--- config.mk ---
export PLATFORM = sky130hd
export DESIGN_NAME = fault_status_and_query_unit
export DESIGN_NICKNAME = d
export VERILOG_FILES = /design/src/rtl/fault_query_pkg.sv /design/src/rtl/config_limit_mem.sv /design/src/rtl/fault_status_and_query_unit.sv
export SDC_FILE = /design/constraint.sdc
export NUM_CORES = 1
export LEC_CHECK = 0
export ABC_AREA = 1
export BUFFER_PORTS_ARGS = -buffer_cell sky130_fd_sc_hd__buf_2
export CAP_MARGIN = 40
export CORE_MARGIN = 2
export CORE_UTILIZATION = 49
export CTS_CLUSTER_DIAMETER = 200
export CTS_CLUSTER_SIZE = 40
export DETAILED_ROUTE_END_ITERATION = 8
export PLACE_DENSITY = 0.84
export SYNTH_ARGS = -nofsm -noshare
export SYNTH_HDL_FRONTEND = slang
export SYNTH_SLANG_ARGS = --single-unit
--- constraint.sdc ---
create_clock -name core_clk -period 2.1 [get_ports core_clk]
set_clock_uncertainty 0.05 [all_clocks]
set_input_delay 0 -clock core_clk [delete_from_list [all_inputs] [get_ports core_clk]]
set_output_delay 0 -clock core_clk [all_outputs]
set_load 0.05 [all_outputs]
--- src/rtl/fault_query_pkg.sv ---
// Shared constants and command codes of the fault status and query unit
package fault_query_pkg;

    localparam int DATA_W = 16;
    localparam int EVT_W = 8;

    // Fault event bit positions, shared by status and enable mask
    localparam int SERIAL_LINK_TIMING_ERROR_BIT = 7;
    localparam int AMP_OVERCURRENT_BIT = 4;
    localparam int AMP_OVERVOLTAGE_BIT = 3;
    localparam int AMP_OVERTEMPERATURE_BIT = 2;
    localparam int AMP_CONSTANT_CURRENT_BIT = 1;
    localparam int OUTPUT_FAILURE_BIT = 0;
    localparam logic [7:0] FAULT_USED_MASK = 8'h9F;
    localparam logic [7:0] AMP_FAULT_MASK = 8'h1C;

    // Standard event register
    localparam int DEVICE_DEPENDENT_ERROR_BIT = 3;
    localparam logic [7:0] STD_USED_MASK = 8'hBD;

    // Status byte
    localparam int STANDARD_EVENT_SUMMARY_BIT = 5;
    localparam int UNIT_FAULT_SUMMARY_BIT = 1;

    localparam logic [7:0] FAULT_ENABLE_RESET = 8'h00;
    localparam logic [7:0] FAULT_STATUS_RESET = 8'h00;
    localparam logic [7:0] STD_ENABLE_RESET = 8'h00;
    localparam logic [7:0] STD_EVENT_RESET = 8'h00;
    localparam logic [15:0] VOLT_SETPOINT_RESET = 16'h0000;

    // Power factor ceiling, thousandths
    localparam logic [15:0] PF_MAX = 16'h03E7;

    // Configuration limit memory slots
    localparam logic [2:0] CFG_MIN_FREQ = 3'h0;
    localparam logic [2:0] CFG_MAX_FREQ = 3'h1;
    localparam logic [2:0] CFG_HIGH_CURRENT = 3'h2;
    localparam logic [2:0] CFG_LOW_CURRENT = 3'h3;
    localparam logic [2:0] CFG_HIGH_VOLTAGE = 3'h4;
    localparam logic [2:0] CFG_LOW_VOLTAGE = 3'h5;
    localparam int CFG_DEPTH = 6;

    // Phase selector: none means phase A
    localparam logic [1:0] PHASE_NONE = 2'h0;
    localparam logic [1:0] PHASE_A = 2'h1;
    localparam logic [1:0] PHASE_B = 2'h2;
    localparam logic [1:0] PHASE_C = 2'h3;

    typedef enum logic [4:0] {
        CMD_NONE,
        CMD_FAULT_ENABLE_SET,
        CMD_FAULT_ENABLE_QUERY,
        CMD_FAULT_STATUS_QUERY,
        CMD_CLEAR_STATUS,
        CMD_STD_ENABLE_SET,
        CMD_STD_ENABLE_QUERY,
        CMD_STD_EVENT_QUERY,
        CMD_STATUS_BYTE_QUERY,
        CMD_VOLTAGE_PROGRAM,
        CMD_MEAS_CURRENT,
        CMD_MEAS_VOLTAGE,
        CMD_MEAS_POWER,
        CMD_POWER_FACTOR_QUERY,
        CMD_MIN_FREQUENCY_QUERY,
        CMD_MAX_FREQUENCY_QUERY,
        CMD_HIGH_RANGE_CURRENT_LIMIT_QUERY,
        CMD_LOW_RANGE_CURRENT_LIMIT_QUERY,
        CMD_HIGH_RANGE_VOLTAGE_QUERY,
        CMD_LOW_RANGE_VOLTAGE_QUERY
    } cmd_type;

endpackage

--- src/rtl/config_limit_mem.sv ---
// Small memory holding configured frequency, current and voltage limits
`timescale 1ns/1ns
`default_nettype none
module config_limit_mem
    import fault_query_pkg::*;
#(
    parameter int WIDTH = DATA_W,
    parameter int DEPTH = CFG_DEPTH
)
(
    input wire logic core_clk,
    input wire logic wrEn,
    input wire logic [2:0] wrAddr,
    input wire logic [WIDTH-1:0] wrData,
    input wire logic [2:0] rdAddr,
    output logic [WIDTH-1:0] rdData
);
    logic [WIDTH-1:0] mem [DEPTH];

    always_ff @(posedge core_clk)
    begin
        if (wrEn && (int'(wrAddr) < DEPTH))
        begin
            mem[wrAddr] <= wrData;
        end
        // Out-of-range reads return zero
        rdData <= (int'(rdAddr) < DEPTH) ? mem[rdAddr] : '0;
    end
endmodule // config_limit_mem
`default_nettype wire

--- src/rtl/fault_status_and_query_unit.sv ---
// Fault event registers, status byte and query answers of the AC source controller
//
// Overview of operation
// - Eight-bit fault enable mask, power-on zero
// - Enabled fault events ORed into summary bit
// - Fault bits 7,4,3,2,1,0 used; 6,5 unused
// - Mask and events share bit positions
// - Fault status read returns value, then clears
// - Read also releases latched amplifier faults
// - Persisting condition sets fault again
// - Amplifier fault forces zero volts, blocks programming
// - Program during fault rejected, device error set
// - Enable query returns current mask
// - Clear-status clears events, status byte, faults
// - Measurement queries take optional phase selector
// - Power factor magnitude capped at 0.999
// - Configuration limit queries; each range reads its own slot
// - Enabled standard events ORed into summary bit
`timescale 1ns/1ns
`default_nettype none
module fault_status_and_query_unit
    import fault_query_pkg::*;
#(
    parameter int PHASES = 3
)
(
    input wire logic core_clk,
    input wire logic rst_n,
    input wire logic cmdValid,
    input wire cmd_type cmdCode,
    input wire logic [1:0] cmdPhase,
    input wire logic [DATA_W-1:0] cmdData,
    input wire logic [EVT_W-1:0] faultCond,
    input wire logic [EVT_W-1:0] stdEventIn,
    input wire logic [PHASES-1:0][DATA_W-1:0] measCurrent,
    input wire logic [PHASES-1:0][DATA_W-1:0] measVoltage,
    input wire logic [PHASES-1:0][DATA_W-1:0] measPower,
    input wire logic [PHASES-1:0][DATA_W-1:0] measPowerFactor,
    input wire logic cfgWrEn,
    input wire logic [2:0] cfgWrAddr,
    input wire logic [DATA_W-1:0] cfgWrData,
    output logic rspValid,
    output logic [DATA_W-1:0] rspData,
    output logic [EVT_W-1:0] statusByte,
    output logic unitFaultSummary,
    output logic standardEventSummary,
    output logic outputForceZero,
    output logic amplitudeProgEnable,
    output logic [DATA_W-1:0] voltSetpoint
);
    typedef struct packed {
        logic [EVT_W-1:0] faultEnable;
        logic [EVT_W-1:0] faultStatus;
        logic [EVT_W-1:0] stdEnable;
        logic [EVT_W-1:0] stdEvent;
        logic [DATA_W-1:0] voltProgram;
        logic p1Valid;
        logic p1FromMem;
        logic [DATA_W-1:0] p1Value;
        logic rspValid;
        logic [DATA_W-1:0] rspData;
        logic [EVT_W-1:0] statusByte;
        logic unitFaultSummary;
        logic standardEventSummary;
        logic forceZero;
        logic progEnable;
        logic [DATA_W-1:0] voltOut;
    } state_type;

    state_type st_r;
    state_type st_nxt;
    logic [2:0] cfgRdAddr;
    logic [DATA_W-1:0] cfgRdData;

    // Phase index; no selector means phase A
    function automatic int phaseIndex(input logic [1:0] sel);
        int idx;
        idx = (sel == PHASE_NONE) ? 0 : int'(sel) - 1;
        return (idx < PHASES) ? idx : 0;
    endfunction

    function automatic logic [DATA_W-1:0] widen(input logic [EVT_W-1:0] v);
        return {{(DATA_W-EVT_W){1'b0}}, v};
    endfunction

    config_limit_mem #(
        .WIDTH(DATA_W),
        .DEPTH(CFG_DEPTH)
    ) u_cfg (
        .core_clk(core_clk),
        .wrEn(cfgWrEn),
        .wrAddr(cfgWrAddr),
        .wrData(cfgWrData),
        .rdAddr(cfgRdAddr),
        .rdData(cfgRdData)
    );

    always_comb
    begin
        unique case (cmdCode)
            CMD_MIN_FREQUENCY_QUERY: cfgRdAddr = CFG_MIN_FREQ;
            CMD_MAX_FREQUENCY_QUERY: cfgRdAddr = CFG_MAX_FREQ;
            CMD_HIGH_RANGE_CURRENT_LIMIT_QUERY: cfgRdAddr = CFG_HIGH_CURRENT;
            CMD_LOW_RANGE_CURRENT_LIMIT_QUERY: cfgRdAddr = CFG_LOW_CURRENT;
            CMD_HIGH_RANGE_VOLTAGE_QUERY: cfgRdAddr = CFG_HIGH_VOLTAGE;
            CMD_LOW_RANGE_VOLTAGE_QUERY: cfgRdAddr = CFG_LOW_VOLTAGE;
            default: cfgRdAddr = CFG_MIN_FREQ;
        endcase
    end

    always_comb
    begin
        logic [EVT_W-1:0] faultClr;
        logic [EVT_W-1:0] stdClr;
        logic [EVT_W-1:0] stdSet;
        logic ampFault;
        logic [DATA_W-1:0] pf;
        int ph;
        faultClr = '0;
        stdClr = '0;
        stdSet = stdEventIn & STD_USED_MASK;
        ampFault = |(st_r.faultStatus & AMP_FAULT_MASK);
        ph = phaseIndex(cmdPhase);
        pf = measPowerFactor[ph];
        st_nxt = st_r;
        st_nxt.p1Valid = 1'b0;
        st_nxt.p1FromMem = 1'b0;
        st_nxt.p1Value = '0;
        if (cmdValid)
        begin
            unique case (cmdCode)
                CMD_FAULT_ENABLE_SET:
                begin
                    st_nxt.faultEnable = cmdData[EVT_W-1:0];
                end
                CMD_FAULT_ENABLE_QUERY:
                begin
                    st_nxt.p1Valid = 1'b1;
                    st_nxt.p1Value = widen(st_r.faultEnable);
                end
                CMD_FAULT_STATUS_QUERY:
                begin
                    st_nxt.p1Valid = 1'b1;
                    st_nxt.p1Value = widen(st_r.faultStatus);
                    faultClr = '1;
                end
                CMD_CLEAR_STATUS:
                begin
                    faultClr = '1;
                    stdClr = '1;
                end
                CMD_STD_ENABLE_SET:
                begin
                    st_nxt.stdEnable = cmdData[EVT_W-1:0];
                end
                CMD_STD_ENABLE_QUERY:
                begin
                    st_nxt.p1Valid = 1'b1;
                    st_nxt.p1Value = widen(st_r.stdEnable);
                end
                CMD_STD_EVENT_QUERY:
                begin
                    st_nxt.p1Valid = 1'b1;
                    st_nxt.p1Value = widen(st_r.stdEvent);
                    stdClr = '1;
                end
                CMD_STATUS_BYTE_QUERY:
                begin
                    st_nxt.p1Valid = 1'b1;
                    st_nxt.p1Value = widen(st_r.statusByte);
                end
                CMD_VOLTAGE_PROGRAM:
                begin
                    if (ampFault)
                    begin
                        stdSet[DEVICE_DEPENDENT_ERROR_BIT] = 1'b1;
                    end
                    else
                    begin
                        st_nxt.voltProgram = cmdData;
                    end
                end
                CMD_MEAS_CURRENT:
                begin
                    st_nxt.p1Valid = 1'b1;
                    st_nxt.p1Value = measCurrent[ph];
                end
                CMD_MEAS_VOLTAGE:
                begin
                    st_nxt.p1Valid = 1'b1;
                    st_nxt.p1Value = measVoltage[ph];
                end
                CMD_MEAS_POWER:
                begin
                    st_nxt.p1Valid = 1'b1;
                    st_nxt.p1Value = measPower[ph];
                end
                CMD_POWER_FACTOR_QUERY:
                begin
                    st_nxt.p1Valid = 1'b1;
                    st_nxt.p1Value = (pf > PF_MAX) ? PF_MAX : pf;
                end
                CMD_MIN_FREQUENCY_QUERY, CMD_MAX_FREQUENCY_QUERY,
                CMD_HIGH_RANGE_CURRENT_LIMIT_QUERY, CMD_LOW_RANGE_CURRENT_LIMIT_QUERY,
                CMD_HIGH_RANGE_VOLTAGE_QUERY, CMD_LOW_RANGE_VOLTAGE_QUERY:
                begin
                    st_nxt.p1Valid = 1'b1;
                    st_nxt.p1FromMem = 1'b1;
                end
                default:
                begin
                end
            endcase
        end
        // Clear first, then new events; set wins
        st_nxt.faultStatus = (st_r.faultStatus & ~faultClr)
            | (faultCond & FAULT_USED_MASK);
        st_nxt.stdEvent = (st_r.stdEvent & ~stdClr) | stdSet;
        // Answer stage
        st_nxt.rspValid = st_r.p1Valid;
        st_nxt.rspData = st_r.p1FromMem ? cfgRdData : st_r.p1Value;
        // Summaries from the updated event registers
        st_nxt.unitFaultSummary = |(st_nxt.faultStatus & st_nxt.faultEnable);
        st_nxt.standardEventSummary = |(st_nxt.stdEvent & st_nxt.stdEnable);
        st_nxt.statusByte = '0;
        st_nxt.statusByte[UNIT_FAULT_SUMMARY_BIT] = st_nxt.unitFaultSummary;
        st_nxt.statusByte[STANDARD_EVENT_SUMMARY_BIT] = st_nxt.standardEventSummary;
        st_nxt.forceZero = |(st_nxt.faultStatus & AMP_FAULT_MASK);
        st_nxt.progEnable = ~st_nxt.forceZero;
        st_nxt.voltOut = st_nxt.forceZero ? '0 : st_nxt.voltProgram;
    end

    always_ff @(posedge core_clk or negedge rst_n)
    begin
        if (!rst_n)
        begin
            st_r <= '{
                faultEnable: FAULT_ENABLE_RESET,
                faultStatus: FAULT_STATUS_RESET,
                stdEnable: STD_ENABLE_RESET,
                stdEvent: STD_EVENT_RESET,
                voltProgram: VOLT_SETPOINT_RESET,
                p1Valid: 1'b0,
                p1FromMem: 1'b0,
                p1Value: '0,
                rspValid: 1'b0,
                rspData: '0,
                statusByte: '0,
                unitFaultSummary: 1'b0,
                standardEventSummary: 1'b0,
                forceZero: 1'b0,
                progEnable: 1'b1,
                voltOut: VOLT_SETPOINT_RESET
            };
        end
        else
        begin
            st_r <= st_nxt;
        end
    end

    assign rspValid = st_r.rspValid;
    assign rspData = st_r.rspData;
    assign statusByte = st_r.statusByte;
    assign unitFaultSummary = st_r.unitFaultSummary;
    assign standardEventSummary = st_r.standardEventSummary;
    assign outputForceZero = st_r.forceZero;
    assign amplitudeProgEnable = st_r.progEnable;
    assign voltSetpoint = st_r.voltOut;
endmodule // fault_status_and_query_unit
`default_nettype wire

======== Word level (Yosys, flattened, before mapping) ========
Memory sizes are Yosys's and may differ from the RTL's. A register that Yosys moved wholly into a read port is not among the register bits.
Cells that the tools add are included.
storage, ports and cells
  flip-flop bits (word level) ............. 105
  bits of input ports ..................... 254
  bits in writable memories ............... 96
  memories kept ........................... 1
  output and inout port bits .............. 45
memories
  name       depth  bits a word  read ports  clocked after Yosys merged registers in  wr ports  line                    source
  u_cfg.mem  6      16           1           1                                        1         config_limit_mem.sv:18  logic [WIDTH-1:0] mem [DEPTH];
cells by class
  multiplexer cells ....................... 37
  $lt $le $gt $ge ......................... 5
  bitwise gates (word level) .............. 9
  $add $sub $neg .......................... 1
  eq/ne operators ......................... 19
  reductions and logical operators ........ 11
operator list
  cell                    count
  $mux W16                13
  $pmux W16 S9            1
  $bmux W16 S2            4
  $mux W32                2
  $mux W8                 8
  $eq A5 B4 Y1 const B    8
  $mux W34                1
  $and A8 B8 Y8           4
  $lt A32 B3 Y1 const B   1
  $lt A32 B4 Y1 const B   1
  $eq A5 B3 Y1 const B    4
  $eq A5 B5 Y1 const B    4
  $gt A16 B10 Y1 const B  1
  $not A8 Y8              2
  $or A8 B8 Y8            2
  $reduce_or A8 Y1        2
  $pmux W3 S5             1
  $reduce_or A15 Y1       1
  $eq A5 B2 Y1 const B    2
  $mux W1                 7
  $lt A3 B3 Y1 const B    2
  $reduce_or A3 Y1        2
  $reduce_or A6 Y1        1
  $eq A5 B1 Y1 const B    1
  other kinds (6)         7

======== Longest topological paths before layout ========
  word-level depth ........................ 12
  depth in mapped cells ................... 12
  depth with buffers taken out ............ 12

======== Modules after synthesis ========
From an unflattened synthesis, not the netlist that was laid out.
second synthesis, totals
  cell total of the unflattened synthesis .. 1,169
  area, all modules ....................... 10,232.3 sq um
modules (own cells, without submodules)
  module                       area each (sq um)  instances  seq. area each (sq um)  cells an instance
  fault_status_and_query_unit  6,065.8            1          2,578.7                 858
  config_limit_mem             4,166.5            1          3,203.1                 311

======== Worst setup path before layout ========
Ideal clock, no wire load.
  path kind ............................... reg-to-reg
  from .................................... register st_r[61] (netlist bit)
  to ...................................... register st_r (netlist bit rspData[10])
  buffers on the path ..................... 2
  arrival ................................. 1,268 ps
  data required time ...................... 1,925 ps
  stages on the path, launching flop included .. 4
  slack ................................... 657 ps
  cells stage by stage .................... dfrtp_1 > clkbuf_1 > clkbuf_1 > mux2_2
RTL lines
  element                   line                                source
  start: declaration        fault_status_and_query_unit.sv:70   state_type st_r;
  start signal: assignment  fault_status_and_query_unit.sv:237  st_r <= '{
  start signal: assignment  fault_status_and_query_unit.sv:258  st_r <= st_nxt;

==> results by group <==
Floorplan
  – Die area: 21,700 um^2
  – Initial Util: 0.499
  – Num ports: 299
  – Die Ht: 147 um
  – Row count: 52
  – Overall die width: 147 um
  – Floorplan core area: 20,200 um^2

CTS
  – Clock H-tree levels: 1
  – Clk buf depth: 3
  – Clock Sinks: 215
  – CTS buffer count: 9
  – Clock Root Buffer: clkbuf_16
  – CTS tree: yes
  – Worst skew pair latency: 0.48 ns
  – Clock transition at path regs: 0.14 ns

Critical path
  – Crit Path Category: in2reg
  – Critical R2R Capture: st_r[46]$_DFF_PN0_
  – R2r setup slk: 0.41 ns
  – CP Launch Type: input pin
  – CP arrival: 2.41 ns
  – CP startpoint: cmdCode[2]
  – Largest fanout on the critical path: 9
  – RR Startpoint: st_r[104]$_DFF_PN0_
  – Worst Setup End Kind: flip-flop
  – Worst Path Required: 2.48 ns
  – R2R cell count: 5
  – Worst Setup EP: st_r[46]$_DFF_PN0_

Routing
  – Top routing layer used: met4
  – Initial DRC count: 674
  – Detailed Routing Iterations Pass 1: 5
  – Via count: 9,067
  – Met1 WL: 11.0 mm
  – Routed wl met3: 2.03 mm
  – Metal2 WL: 14.5 mm
  – Mean routed wirelength per cell: 16.1 um
  – Vias/cell: 5.15
  – Routed WL: 28.4 mm
  – Remaining DRCs: 0
  – DRT antenna net count: 0

Yosys
  – Post-synth cell types: 32
  – Yosys Warn Count: 0
  – Syn Inst Count: 1,155
  – Async S/R FF share, synth: 0.479
  – EDFF count, synth: 96
  – Flip-flop and latch count after synthesis: 215
  – Syn_area_per_cell: 8.71 um^2
  – Synth Flop Type: dfrtp_1
  – Synth Cell Area: 10,100 um^2
  – Register area share after synthesis: 0.575

Layout
  – Area added between synthesis and finish: 27.0%
  – Core Util, Final: 0.633
  – Layout cells sized above 1: 0.241
  – Final #Nets: 1,742
  – Design area: 12,800 um^2

Global route
  – Total Routing Usage GR: 0.250
  – Vias in the first global route: 8,688
  – Global route overflow: 0
  – Largest net degree at the start of global routing: 57
  – Initial antenna violation count: 1
  – Global-route wire length before repair: 43.2 mm

STA
  – Unrepaired setup endpoints after global routing: no
  – Final Max Slew Viols: 0
  – Final Hold Fails: 0
  – Setup TNS Final: 0 ns
  – Final setup viols: 0
  – Final hold slack: 0.0115 ns
  – Slew of the pin with the lowest slew margin: 0.600 ns
  – Rel. slew slack: 0.600
  – Crit share post-route: 0.969
  – Post-layout min period: 2.03 ns
  – FMAX: 491 MHz

Power
  – Power per cell area: 634 nW/um^2
  – Peak VDD IR: 0.514 mV
  – Leakage: 6.29 nW

Job
  – Maxcap violations: 0

Place
  – Final Wtd Congestion: 0.912
  – DP Area: 11,600 um^2
  – Port-buffer cells: 288
  – Post-DP HPWL: 19.3 mm

Run status
  – Outcome: complete, no violations

Min path
  – Hold Path Class: in2reg
## critical path, cell delays in order
cell,delay [ns]
dlygate4sd3_1,0.56
buf_2,0.16
nor2_1,0.25
nand2_1,0.18
nor2_1,0.13
buf_4,0.17
nand2_1,0.06
nand3_1,0.11
nor3_1,0.08
a21oi_1,0.16
dlygate4sd3_1,0.56
## synth_stat cells, types with 2 or more instances
master | number | area [um^2]
a21o_1 | 4 | 30.0
inv_1 | 92 | 345
nand2_2 | 5 | 31.3
dfxtp_1 | 16 | 320
buf_2 | 24 | 120
dfrtp_1 | 102 | 2550
nand4_1 | 4 | 25.0
mux2_2 | 16 | 180
nand2_1 | 395 | 1480
clkbuf_1 | 19 | 71.3
a21oi_1 | 16 | 80.1
nor2_1 | 94 | 353
or2_2 | 4 | 25.0
buf_4 | 40 | 300
o2111ai_1 | 2 | 17.5
nor3_1 | 8 | 40.0
o21bai_1 | 16 | 120
nand3_1 | 97 | 485
o21ai_0 | 79 | 395
edfxtp_1 | 96 | 2880
o22ai_1 | 15 | 93.8
## placed cells by master (no fill, tap or decap), drive strengths merged
master,instances
clkbuf,15
dfstp,1
nor4,1
o2111ai,2
dfrtp,102
nor3,9
a21oi,16
dfxtp,16
o22ai,15
diode,1
o21bai,16
inv,93
mux2,16
clkinv,1
nand3,97
or2,4
o211ai,1
nor2,96
a31oi,1
conb,6
nand4,4
buf,312
o21ai,79
edfxtp,96
a21o,4
dlygate4sd3,87
nand2,400
## how the worst min path moves through the flow
| stage | startpoint | end | slack, ns | depth (start not counted) |
|---|---|---|---|---|
| floorplan | rst_n | outputForceZero$_DFF_PN0_ | -0.35 | 0 |
| global placement | rst_n | st_r[105]$_DFF_PN0_ | -0.003 | 1 |
| detailed placement | rst_n | voltSetpoint[0]$_DFF_PN0_ | 0.003 | 1 |
| CTS | measPowerFactor[37] | st_r[50]$_DFF_PN0_ | 0.003 | 9 |
| global route | measVoltage[5] | st_r[50]$_DFF_PN0_ | 0.02 | 7 |
| finish | measPower[37] | st_r[50]$_DFF_PN0_ | 0.01 | 7 |
## per-stage QoR
step	instances	power, mW	setup WS [ns]
floorplan	1160	5.48	0.657
global placement	1659	5.94	0.364
detailed placement	1659	5.96	0.323
CTS	1759	8.11	0.0275
global route	1761	8.42	0.000299
finish	1761	8.10	0.0652
## repair_timing
item / CTS / global route
buffers inserted: 0 / 0
endpoints found under the hold margin: 278 / 0
endpoints found under the setup margin: 0 / 11
gates resized for setup: 0 / 8
hold buffers: 87 / 0
## cell families after synthesis
kind of cell | synth area share
buffers and inverters | 0.0851
muxes | 0.0179
other | 0.000373
AOI/OAI and AO/OA | 0.0747
DFF | 0.575
and+or+nand+nor | 0.247
## per-layer routing
layer / global-route usage / vias to the layer above
li1: - / 4353
met2: 0.451 / 433
met1: 0.311 / 4210
met3: 0.0273 / 71
met4: 0.0894 / 0
met5: 0 / -
## final cells by class
| type | instances | area [um^2] |
|---|---|---|
| clock buffer | 12 | 236 |
| inverter | 93 | 349 |
| fill | 1577 | 7400 |
| antenna | 1 | 2.50 |
| sequential | 215 | 5780 |
| tap | 270 | 338 |
| multi-input combinational | 767 | 3450 |
| timing repair buffer | 402 | 2580 |
| clock inverter | 1 | 30.0 |
## power breakdown
part           total [mW]  internal (mW)  switching (mW)  leakage (nW)
clock network        2.06          0.832            1.23         0.126
logic                1.34          0.541           0.800          3.91
registers            4.70           4.60          0.0966          2.25
total                8.10           5.98            2.12          6.29
## flip-flops by register name, indices dropped and copies added, names as in the netlist
register and cells:
st_r 65, rspValid 1, rspData 16, amplitudeProgEnable 1, u_cfg.mem 96, voltSetpoint 16, outputForceZero 1, statusByte 2
st_nxt 1, u_cfg.rdData 16
(Power assumes the default switching activity.)
